===== src/exec_regs.vh =====
// constants for the instruction execute unit
`ifndef EXEC_REGS_VH
`define EXEC_REGS_VH
// operation codes on op_code
`define OP_NOP      5'h00
`define OP_OR_AM    5'h01
`define OP_OR_MA    5'h02
`define OP_OR_AI    5'h03
`define OP_XOR_AM   5'h04
`define OP_XOR_MA   5'h05
`define OP_XOR_AI   5'h06
`define OP_SWAP     5'h07
`define OP_SWAPM    5'h08
`define OP_RRC      5'h09
`define OP_RRCM     5'h0a
`define OP_RLC      5'h0b
`define OP_RLCM     5'h0c
`define OP_BCLR     5'h0d
`define OP_BSET     5'h0e
`define OP_CMP_AI   5'h0f
`define OP_CMP_AM   5'h10
`define OP_INCS     5'h11
`define OP_INCMS    5'h12
`define OP_DECS     5'h13
`define OP_DECMS    5'h14
`define OP_BTS0     5'h15
`define OP_BTS1     5'h16
`define OP_JMP      5'h17
`define OP_CALL     5'h18
`define OP_RET      5'h19
`define OP_RETI     5'h1a
`define OP_PUSH     5'h1b
`define OP_POP      5'h1c
// flag register bit positions
`define FLG_CARRY   0
`define FLG_HALF    1
`define FLG_ZERO    2
`define FLG_PD      6
`define FLG_TO      7
// flag bits kept out of push and pop
`define FLG_KEEP    8'hc0
// reset values
`define WORK_RST    8'h00
`define FLAG_RST    8'h00
`define PC_RST      16'h0000
// minimum external interrupt pulse in cpu cycles
`define INT_MIN_CYC 2
`define STACK_DEPTH 8
`endif


===== src/sync_pulse.v =====
// three-flop synchroniser with agreement qualifier
`default_nettype none
module sync_pulse (
    input  wire mclk,
    input  wire srst,
    input  wire din,
    output reg  dout_q
);
    reg s1_q;
    reg s2_q;
    reg s3_q;
    always @(posedge mclk) begin
        if (srst) begin
            // pin idles high; reset there so no false edge follows
            s1_q   <= 1'b1;
            s2_q   <= 1'b1;
            s3_q   <= 1'b1;
            dout_q <= 1'b1;
        end else begin
            s1_q <= din;
            s2_q <= s1_q;
            s3_q <= s2_q;
            // change counts only once stages two and three agree
            if (s2_q == s3_q) begin
                dout_q <= s3_q;
            end
        end
    end
endmodule
`default_nettype wire


===== src/cpu_instruction_execute.v =====
// execute unit for logic, rotate, bit, skip, branch and save ops
`include "exec_regs.vh"
`default_nettype none
// Function
// RULE1: or/xor to memory, zero flag, 1+N
// RULE2: or/xor immediate to work register, one cycle
// RULE3: swap nibbles into work register, no flags
// RULE4: swap nibbles in memory, 1+N
// RULE5: rotate through carry, carry only
// RULE6: bit clear/set, no flags, 1+N
// RULE7: compare immediate, set flags, skip equal
// RULE8: compare memory, set flags, skip equal
// RULE9: increment, skip on zero, no flags
// RULE10: decrement, skip on zero, no flags
// RULE11: bit test skip on chosen polarity
// RULE12: jump loads page bits and operand
// RULE13: call pushes pc, then jumps
// RULE14: reti restores pc, enables interrupts
// RULE15: push saves work and flags, one cycle
// RULE16: pop restores, keeps timeout/power-down
// RULE17: N is 0 for system register
// RULE18: S is 1 when skip taken
// RULE19: external interrupt held two cycles
// RULE20: skipped instruction changes nothing
// RULE21: nop changes nothing, one cycle
module cpu_instruction_execute (
    input  wire        mclk,
    input  wire        srst,
    input  wire        op_valid,
    input  wire [4:0]  op_code,
    input  wire [7:0]  mem_rdata,
    input  wire        mem_is_sysreg,
    input  wire [7:0]  imm_data,
    input  wire [2:0]  bit_sel,
    input  wire [13:0] jump_addr,
    input  wire [1:0]  rom_page_select,
    input  wire        external_interrupt_line,
    output reg         op_ready_q,
    output reg         mem_we_q,
    output reg  [7:0]  mem_wdata_q,
    output reg  [7:0]  work_register_q,
    output reg  [7:0]  program_flag_register_q,
    output reg  [15:0] pc_q,
    output reg         global_int_en_q,
    output reg         ext_int_req_q
);
    localparam ST_IDLE  = 3'b001;
    localparam ST_EXTRA = 3'b010;
    localparam ST_SKIP  = 3'b100;

    reg [2:0]  state_q;
    reg [1:0]  wait_q;
    reg        skip_pend_q;
    reg [7:0]  save_work_q;
    reg [7:0]  save_flag_q;
    reg [15:0] stack_q [0:`STACK_DEPTH-1];
    reg [2:0]  sp_q;
    reg        int_prev_q;
    wire       int_sync;

    // rule19 relies on pulses long enough to survive the filter
    sync_pulse u_sync (
        .mclk   (mclk),
        .srst   (srst),
        .din    (external_interrupt_line),
        .dout_q (int_sync)
    );

    function [7:0] swap_nib;
        input [7:0] v;
        begin
            swap_nib = {v[3:0], v[7:4]};
        end
    endfunction

    function [7:0] bit_mask;
        input [2:0] b;
        begin
            bit_mask = 8'h01 << b;
        end
    endfunction

    // or when sel_or is set, xor otherwise
    function [7:0] or_xor;
        input       sel_or;
        input [7:0] a;
        input [7:0] b;
        begin
            or_xor = sel_or ? (a | b) : (a ^ b);
        end
    endfunction

    function ret_op;
        input [4:0] c;
        begin
            ret_op = (c == `OP_RET) | (c == `OP_RETI);
        end
    endfunction

    reg [7:0] res;
    reg       wr_mem;
    reg       wr_work;
    reg [7:0] flag_n;
    reg       skip;
    reg [1:0] cost;
    reg [8:0] diff;
    reg       mem_op;

    // decode once; results land on the edge that takes the op
    always @* begin
        res     = 8'h00;
        wr_mem  = 1'b0;
        wr_work = 1'b0;
        flag_n  = program_flag_register_q;
        skip    = 1'b0;
        mem_op  = 1'b0;
        // shared subtractor, compare immediate replaces the operand
        diff    = {1'b0, work_register_q} - {1'b0, mem_rdata};
        case (op_code)
            `OP_OR_AM, `OP_XOR_AM: begin
                res = or_xor(op_code == `OP_OR_AM, work_register_q, mem_rdata);
                wr_work = 1'b1;
                flag_n[`FLG_ZERO] = (res == 8'h00);
            end
            // RULE1 memory write, zero only
            `OP_OR_MA, `OP_XOR_MA: begin
                res = or_xor(op_code == `OP_OR_MA, work_register_q, mem_rdata);
                wr_mem = 1'b1;
                flag_n[`FLG_ZERO] = (res == 8'h00);
            end
            // RULE2 immediate into work
            `OP_OR_AI, `OP_XOR_AI: begin
                res = or_xor(op_code == `OP_OR_AI, work_register_q, imm_data);
                wr_work = 1'b1;
                flag_n[`FLG_ZERO] = (res == 8'h00);
            end
            // RULE3 swap into work
            `OP_SWAP: begin
                res = swap_nib(mem_rdata);
                wr_work = 1'b1;
            end
            // RULE4 swap in place
            `OP_SWAPM: begin
                res = swap_nib(mem_rdata);
                wr_mem = 1'b1;
            end
            // RULE5 rotate right through carry
            `OP_RRC, `OP_RRCM: begin
                res = {program_flag_register_q[`FLG_CARRY], mem_rdata[7:1]};
                flag_n[`FLG_CARRY] = mem_rdata[0];
                wr_work = (op_code == `OP_RRC);
                wr_mem  = (op_code == `OP_RRCM);
            end
            // RULE5 rotate left through carry
            `OP_RLC, `OP_RLCM: begin
                res = {mem_rdata[6:0], program_flag_register_q[`FLG_CARRY]};
                flag_n[`FLG_CARRY] = mem_rdata[7];
                wr_work = (op_code == `OP_RLC);
                wr_mem  = (op_code == `OP_RLCM);
            end
            // RULE6 bit force, flags untouched
            `OP_BCLR: begin
                res = mem_rdata & ~bit_mask(bit_sel);
                wr_mem = 1'b1;
            end
            `OP_BSET: begin
                res = mem_rdata | bit_mask(bit_sel);
                wr_mem = 1'b1;
            end
            // RULE7 compare immediate, carry means no borrow
            `OP_CMP_AI: begin
                diff = {1'b0, work_register_q} - {1'b0, imm_data};
                flag_n[`FLG_CARRY] = ~diff[8];
                flag_n[`FLG_ZERO]  = (diff[7:0] == 8'h00);
                skip = (diff[7:0] == 8'h00);
            end
            // RULE8 compare memory, difference dropped
            `OP_CMP_AM: begin
                flag_n[`FLG_CARRY] = ~diff[8];
                flag_n[`FLG_ZERO]  = (diff[7:0] == 8'h00);
                skip = (diff[7:0] == 8'h00);
            end
            // RULE9 increment and skip on zero
            `OP_INCS, `OP_INCMS: begin
                res = mem_rdata + 8'h01;
                skip = (res == 8'h00);
                wr_work = (op_code == `OP_INCS);
                wr_mem  = (op_code == `OP_INCMS);
            end
            // RULE10 decrement and skip on zero
            `OP_DECS, `OP_DECMS: begin
                res = mem_rdata - 8'h01;
                skip = (res == 8'h00);
                wr_work = (op_code == `OP_DECS);
                wr_mem  = (op_code == `OP_DECMS);
            end
            // RULE11 bit test polarity
            `OP_BTS0: begin
                skip = ~mem_rdata[bit_sel];
            end
            `OP_BTS1: begin
                skip = mem_rdata[bit_sel];
            end
            // RULE16 pop keeps timeout and power-down bits
            `OP_POP: begin
                res = save_work_q;
                wr_work = 1'b1;
                flag_n = (save_flag_q & ~`FLG_KEEP) |
                         (program_flag_register_q & `FLG_KEEP);
            end
            default: begin
                res = 8'h00;
            end
        endcase
        mem_op = wr_mem;
        // RULE17 write-back cycle only for data ram
        // RULE18 skip cycle only when taken
        cost = {1'b0, mem_op & ~mem_is_sysreg} + {1'b0, skip};
    end

    wire is_branch = (op_code == `OP_JMP) | (op_code == `OP_CALL) |
                     ret_op(op_code);
    wire [2:0] sp_dec = sp_q - 3'd1;

    // stack cleared on reset so a stray return is defined
    integer i;
    always @(posedge mclk) begin
        if (srst) begin
            state_q                 <= ST_IDLE;
            wait_q                  <= 2'd0;
            skip_pend_q             <= 1'b0;
            save_work_q             <= `WORK_RST;
            save_flag_q             <= `FLAG_RST;
            sp_q                    <= 3'd0;
            op_ready_q              <= 1'b1;
            mem_we_q                <= 1'b0;
            mem_wdata_q             <= 8'h00;
            work_register_q         <= `WORK_RST;
            program_flag_register_q <= `FLAG_RST;
            pc_q                    <= `PC_RST;
            global_int_en_q         <= 1'b0;
            ext_int_req_q           <= 1'b0;
            // pin idles high, so reset leaves no edge behind
            int_prev_q              <= 1'b1;
            for (i = 0; i < `STACK_DEPTH; i = i + 1) begin
                stack_q[i] <= `PC_RST;
            end
        end else begin
            // write strobe stands for one cycle only
            mem_we_q   <= 1'b0;
            int_prev_q <= int_sync;
            // falling edge request, held until the next reset
            if (int_prev_q & ~int_sync) begin
                ext_int_req_q <= 1'b1;
            end
            case (state_q)
                ST_IDLE: begin
                    // requests while busy are simply not taken
                    if (op_valid) begin
                        // RULE21 nop touches nothing
                        if (op_code == `OP_NOP) begin
                            pc_q <= pc_q + 16'h0001;
                        end else if (is_branch) begin
                            op_ready_q <= 1'b0;
                            wait_q     <= 2'd1;
                            state_q    <= ST_EXTRA;
                            if (ret_op(op_code)) begin
                                // RULE14 counter from stack
                                pc_q <= stack_q[sp_dec];
                                sp_q <= sp_dec;
                                if (op_code == `OP_RETI) begin
                                    global_int_en_q <= 1'b1;
                                end
                            end else begin
                                // RULE13 push return address
                                if (op_code == `OP_CALL) begin
                                    // eight deep; a ninth call overwrites
                                    stack_q[sp_q] <= pc_q + 16'h0001;
                                    sp_q <= sp_q + 3'd1;
                                end
                                // RULE12 page bits above operand
                                pc_q <= {rom_page_select, jump_addr};
                            end
                        end else begin
                            pc_q <= pc_q + 16'h0001;
                            if (op_code == `OP_PUSH) begin
                                // RULE15 shadow copy, status bits excluded
                                save_work_q <= work_register_q;
                                save_flag_q <= program_flag_register_q &
                                               ~`FLG_KEEP;
                            end
                            if (wr_work) begin
                                work_register_q <= res;
                            end
                            program_flag_register_q <= flag_n;
                            if (wr_mem) begin
                                mem_we_q    <= 1'b1;
                                mem_wdata_q <= res;
                            end
                            if (cost != 2'd0) begin
                                op_ready_q  <= 1'b0;
                                wait_q      <= cost;
                                skip_pend_q <= skip;
                                // a skip-only op owes just the skip cycle
                                if (cost == {1'b0, skip}) begin
                                    state_q <= ST_SKIP;
                                end else begin
                                    state_q <= ST_EXTRA;
                                end
                            end
                        end
                    end
                end
                // write-back or branch refill cycle
                ST_EXTRA: begin
                    if (skip_pend_q) begin
                        // skip cycle follows the write-back, not on top
                        state_q <= ST_SKIP;
                    end else if (wait_q == 2'd1) begin
                        op_ready_q <= 1'b1;
                        state_q    <= ST_IDLE;
                    end else begin
                        wait_q <= wait_q - 2'd1;
                    end
                end
                // RULE20 skipped word fetched, only pc moves
                ST_SKIP: begin
                    pc_q        <= pc_q + 16'h0001;
                    skip_pend_q <= 1'b0;
                    op_ready_q  <= 1'b1;
                    state_q     <= ST_IDLE;
                end
                default: begin
                    state_q    <= ST_IDLE;
                    op_ready_q <= 1'b1;
                end
            endcase
        end
    end
endmodule
`default_nettype wire


===== config.mk =====
export PLATFORM = sky130hd
export DESIGN_NAME = cpu_instruction_execute
export DESIGN_NICKNAME = d
export VERILOG_FILES = /design/src/sync_pulse.v /design/src/cpu_instruction_execute.v
export VERILOG_INCLUDE_DIRS = /design/src
export SDC_FILE = /design/constraint.sdc
export NUM_CORES = 1
export LEC_CHECK = 0
export ABC_AREA = 1
export BUFFER_PORTS_ARGS = -buffer_cell sky130_fd_sc_hd__buf_2
export CAP_MARGIN = 40
export CORE_ASPECT_RATIO = 1.5
export CORE_MARGIN = 4
export CORE_UTILIZATION = 55
export CTS_CLUSTER_DIAMETER = 40
export CTS_CLUSTER_SIZE = 14
export DETAILED_ROUTE_END_ITERATION = 8
export PLACE_DENSITY = 0.74
export REMOVE_ABC_BUFFERS = 1
export SYNTH_ARGS = -nofsm -noshare
export SYNTH_HDL_FRONTEND = slang
export SYNTH_SLANG_ARGS = --single-unit

===== constraint.sdc =====
create_clock -name mclk -period 3.46 [get_ports mclk]
set_input_delay 0.346 -clock mclk [delete_from_list [all_inputs] [get_ports mclk]]
set_output_delay 0.346 -clock mclk [all_outputs]
set_load 0.02 [all_outputs]

After elaboration in Yosys (flattened, before gate mapping)
Memory sizes are Yosys's and may differ from the RTL's.
Index checks and enable logic that the tools add are counted.
W data, S select, Z words.

storage, ports and cells
  output and inout bits = 44
  memories kept = 1
  input bits = 45
  logic and storage cells = 196
  RAM bits = 128
  register bits = 72

memories
  name     words  width  rd ports  clocked after memory_dff  wr ports  RTL line                      RTL
  stack_q  8      16     1         0                         8         cpu_instruction_execute.v:56  reg [15:0] stack_q [0:`STACK_DEPTH-1];

operators by class
  multiplexer cells = 59
  $add $sub $neg = 9
  magnitude comparators = 1
  bitwise operators = 22
  shift operators = 1
  reductions and logical operators = 39
  equality and inequality tests = 43

operator list
  cell                     count
  $pmux W8 S11             1
  $mux W16                 5
  $eq A5 B5 Y1 const B     13
  $logic_not A8 Y1         7
  $reduce_and A5 Y1        9
  $eq A5 B4 Y1 const B     8
  $pmux W16 S2             1
  $mux W3                  10
  $mux W8                  3
  $or A8 B8 Y8             3
  $mux W1                  23
  $eq A5 B3 Y1 const B     4
  $sub A8 B8 Y9            2
  $add A16 B1 Y16 const B  1
  $reduce_or A16 Y1        1
  $reduce_or A2 Y1         8
  $xor A8 B8 Y8            2
  $pmux W1 S5              3
  $ne A2 B2 Y1 const B     7
  $mux W2                  6
  $pmux W1 S6              2
  $reduce_and A6 Y1        2
  $eq A5 B2 Y1 const B     2
  $reduce_or A5 Y1         2
  other kinds (33)         49

Logic depth before layout (Yosys ltp)
  word-level depth = 12
  mapped depth = 25

Cells and area by module
From an unflattened synthesis, not the netlist that was laid out.

second synthesis, totals
  cells, all modules = 1,525
  area total of the unflattened synthesis = 11,731.3 um2

modules (own cells, without submodules)
  module                   cells each  sequential area each (um2)  instances  area each (um2)
  cpu_instruction_execute  1,510       5,165.0                     1          11,602.4
  sync_pulse               15          80.1                        1          128.9

Least setup slack after synthesis
Ideal clock, no wire load.

  path kind = register to register
  from = register work_register_q[0]
  to = register wait_q[0]
  data required time = 3,332 ps
  path buffers = 0
  arrival = 2,733 ps
  stages on the path, launching flop included = 25
  slack = 600 ps
  setup time = 128 ps
  cells stage by stage = dfxtp_1 -> inv_1 -> ha_1 -> fa_1 -> inv_1 -> nand2_1 -> nand2_1 -> nand2_1 -> o21ai_0 -> nand2_1 -> nand2_1 -> nor2_1 -> nand2_1 -> nand2_1 -> nor2_1 -> ha_1 -> nand2_1 -> nor2_1 -> inv_1 -> nand2_1 -> nor2_2 -> nand2_1 -> a21oi_1 -> a21oi_1 -> nor2_1

between the ends
  cells in the longest elaborated chain, start to end = 9

RTL lines
  item                                        RTL line                                                      RTL
  from (decl)                                 cpu_instruction_execute.v:41                                  output reg [7:0] work_register_q,
  from (signal assigned)                      cpu_instruction_execute.v:238                                 work_register_q <= `WORK_RST;
  from (signal assigned)                      cpu_instruction_execute.v:293                                 work_register_q <= res;
  $sub A8 B8 Y9, on equally long branches     cpu_instruction_execute.v:118, cpu_instruction_execute.v:172
  $logic_not A8 Y1, on equally long branches  cpu_instruction_execute.v:181, cpu_instruction_execute.v:175
  $pmux W1 S6 (*)                             cpu_instruction_execute.v:119                                 case (op_code)
  $add A1 B1 Y2 (*)                           cpu_instruction_execute.v:218                                 cost = {1'b0, mem_op & ~mem_is_sysreg} + {1'b0, skip};
  $mux W2                                     cpu_instruction_execute.v:300                                 if (cost != 2'd0) begin
  $mux W2                                     cpu_instruction_execute.v:263                                 end else if (is_branch) begin
  $mux W2                                     cpu_instruction_execute.v:261                                 if (op_code == `OP_NOP) begin
  $mux W2                                     cpu_instruction_execute.v:259                                 if (op_valid) begin
  $pmux W2 S2                                 cpu_instruction_execute.v:256                                 case (state_q)
  to (signal assigned)                        cpu_instruction_execute.v:302                                 wait_q <= cost;
  to (signal assigned)                        cpu_instruction_execute.v:323                                 wait_q <= wait_q - 2'd1;
  to (decl)                                   cpu_instruction_execute.v:52                                  reg [1:0] wait_q;

Mark *: on every way between the ends. The rest lies on a longest branch, timed or not. The select of a mux whose other input is x is not followed.
A chain may end at the register's enable or synchronous reset.

Worst setup path in the final report
Ends and elaborated chain as after synthesis.

==> results.toml <==
[final_layout]
fin_area_sq_um = 13200
finalNetCount = 1720
antenna_cells = 0
drive_gt1_frac = 0.134
synthToLayoutAreaGrowth_pct = 11.4
mostFrequentLayoutCells = "nor2_1 (298), nand2_1 (286), inv_1 (148), o21ai_0 (138), edfxtp_1 (128)"
final_common_cell = "nor2_1"

[power_and_ir_drop]
pwr-share-clk = 0.320
ir_drop_uv = 339
power_density_nw_per_um2 = 475
p_leak_uw = 0.00581
switching_share = 0.342
p_int_uw = 4140
comb_power_share = 0.242
power_frac_seq = 0.438
power_uw = 6280
switching_power_uw = 2150

[clock_network]
cts_root_buf = "clkbuf_16"
cts_inserted_buffers = 17
cts_setup_buffers = 0
cts.sinks = 198
cts_resized = 0
path_clk_slew_ps = 80
worstSkewPairLatency_ps = 430
ctsHoldBuffers = 0
cts_tree = "built"
h-tree-depth = 4
cts_buffer_depth = 2

[synth]
synth_seq_area_share = 0.442
synth_cells = 1553
ys.flop_type = "edfxtp_1"
yosysUniqueCellTypes = 51
avgSynthCellArea_sq_um = 7.64
ys_warn_count = 0
synth_area_sq_um = 11900
async_reset_ff_frac = 0
ys_ff_latch = 198
synth-edff-count = 128

[critical_path]
critPathCaptureType = "flop"
reg2reg_setup_slack_ps = 270
rr_worst_depth = 24
critPathLaunchType = "flop"
required_ps = 3780
crit_fanout = 4
worstSetupPathType = "reg2reg"
worstPathArrival_ps = 3510

[drt]
drt-vias-per-instance = 5.87
wire_per_inst_um = 19.3
drtPass1Iterations = 6
drc = 0
drt_iter0_markers = 1037
via_count = 11214
totalWireLength_mm = 36.9
ant_nets = 0

[floorplan]
die_w_um = 128
start_util = 0.561
die_h_um = 188
dieArea_sq_um = 24000
row_count = 65
ios = 89
core_sq_um = 21100

[min_path]
hold_depth = 2
holdCritPathClass = "in2reg"

[sta]
fin_ws_ps = 268
drv_slew = 0
fin_crit_ps = 3190
fmax_mhz = 313
tightest_slew_ps = 902
rsz0062_at_grt = "no"
final.period_utilization = 0.923
setup-violations-final = 0
fin_skew_ps = 7.39
maxSlewHeadroom = 0.394
hold_viol_final = 0

[place]
placed_area_sq_um = 12600
io_buffer_count = 86
hpwlAfterDp_mm = 27.1
gp_congestion = 1.04
dp_slack_ps = 298

[grt]
first_global_vias = 11055
gr-total-overflow = 0
grt_max_degree = 67
grt_pass1_wl_mm = 58.0
antenna_found_initial = 0
grt_usage = 0.309

[flow_run]
cap_violations = 0

[status]
status = "completed"
[per-layer routing]
layer,vias up,GRT usage,part of all wire
met2,511,0.555,0.53
met3,120,0.0393,0.062
met5,-,0,0
li1,5326,-,-
met4,0,0.179,0.061
met1,5257,0.343,0.35
[power by group through the flow]
| stage | combinational, uW | clock [uW] | sequential, uW |
|---|---|---|---|
| finish | 1520 | 2010 | 2750 |
| detailed placement | 1490 | 0 | 2800 |
| floorplan | 851 | 0 | 2880 |
| global placement | 1470 | 0 | 2800 |
| global route | 1680 | 2110 | 2770 |
| CTS | 1500 | 2020 | 2750 |
[critical path, stage by stage (launching register included)]
cell     delay (ps)
dfxtp_1         360
inv_1           120
ha_1            230
fa_1            380
inv_1            80
nand2_1          50
nand2_1         100
nand2_1          90
o21ai_0         160
nand2_1          70
nand2_1          60
nor2_1           40
nand2_1         100
nand2_1         170
nor2_2          150
ha_1            180
nand2_1          60
nor2_1          120
inv_1            60
nand2_1         100
nor2_2           50
nand2_1         120
a21oi_1          60
a21oi_1         120
nor2_1           50
[metrics by stage]
step	instances	utilization	setup TNS [ps]	hold WS, ps
4_1_cts	1912	0.625	0	91.1
5_1_grt	1912	0.625	0	94.3
3_3_place_gp	1880	0.596	0	391
6_report	1912	0.625	0	109
2_1_floorplan	1488	-	-28280	389
3_5_place_dp	1880	0.596	0	399
[cells in the mapped netlist (10+ instances only)]
| cell | n | area share |
|---|---|---|
| o211ai_1 | 16 | 0.010 |
| nand2_2 | 14 | 0.0074 |
| o221ai_1 | 19 | 0.014 |
| inv_1 | 149 | 0.047 |
| dfxtp_1 | 70 | 0.12 |
| nand4_1 | 11 | 0.0058 |
| nor3_1 | 17 | 0.0072 |
| ha_1 | 42 | 0.044 |
| buf_2 | 15 | 0.0063 |
| clkbuf_1 | 38 | 0.012 |
| xor2_1 | 10 | 0.0074 |
| inv_2 | 14 | 0.0044 |
| o21ai_0 | 138 | 0.058 |
| edfxtp_1 | 128 | 0.32 |
| nand2_1 | 286 | 0.091 |
| a21oi_1 | 82 | 0.035 |
| nand3_1 | 89 | 0.038 |
| o22ai_1 | 25 | 0.013 |
| nor2_1 | 299 | 0.095 |
| o21ai_1 | 20 | 0.0084 |
[state kept, by name, indices dropped and copies added, names as in the netlist]
signal and count:
pc_q 16, op_ready_q 1, ext_int_req_q 1, work_register_q 8
program_flag_register_q 6, global_int_en_q 1, save_work_q 8, sp_q 3
state_q 3, skip_pend_q 1, u_sync.s3_q 1, u_sync.s2_q 1
int_prev_q 1, mem_we_q 1, wait_q 2, u_sync.dout_q 1
u_sync.s1_q 1, stack_q 128, save_flag_q 6, mem_wdata_q 8
[final cells by class]
class	count	area, sq um
timing repair buffer	124	716
tap	268	335
clock inverter	13	129
sequential	198	5250
clock buffer	19	475
inverter	167	629
fill	1922	7930
multi-input combinational	1123	5680
[final timing paths]
check	startpoint	endpoint
hold reg to reg	u_sync.s1_q	u_sync.s2_q
hold / removal	external_interrupt_line	u_sync.s1_q
setup / recovery	work_register_q[0]	wait_q[0]
setup reg to reg	work_register_q[0]	wait_q[0]
[cell families after synthesis]
family                   synth area share
AND/OR/NAND/NOR                     0.271
AO/OA/AOI/OAI                       0.148
buffers and inverters              0.0795
flip-flops                          0.442
adder cells (fa/ha/maj)            0.0477
XOR/XNOR                          0.00960
multiplexers                      0.00169
other                            0.000316
Power figures use the tool's default switching activity.
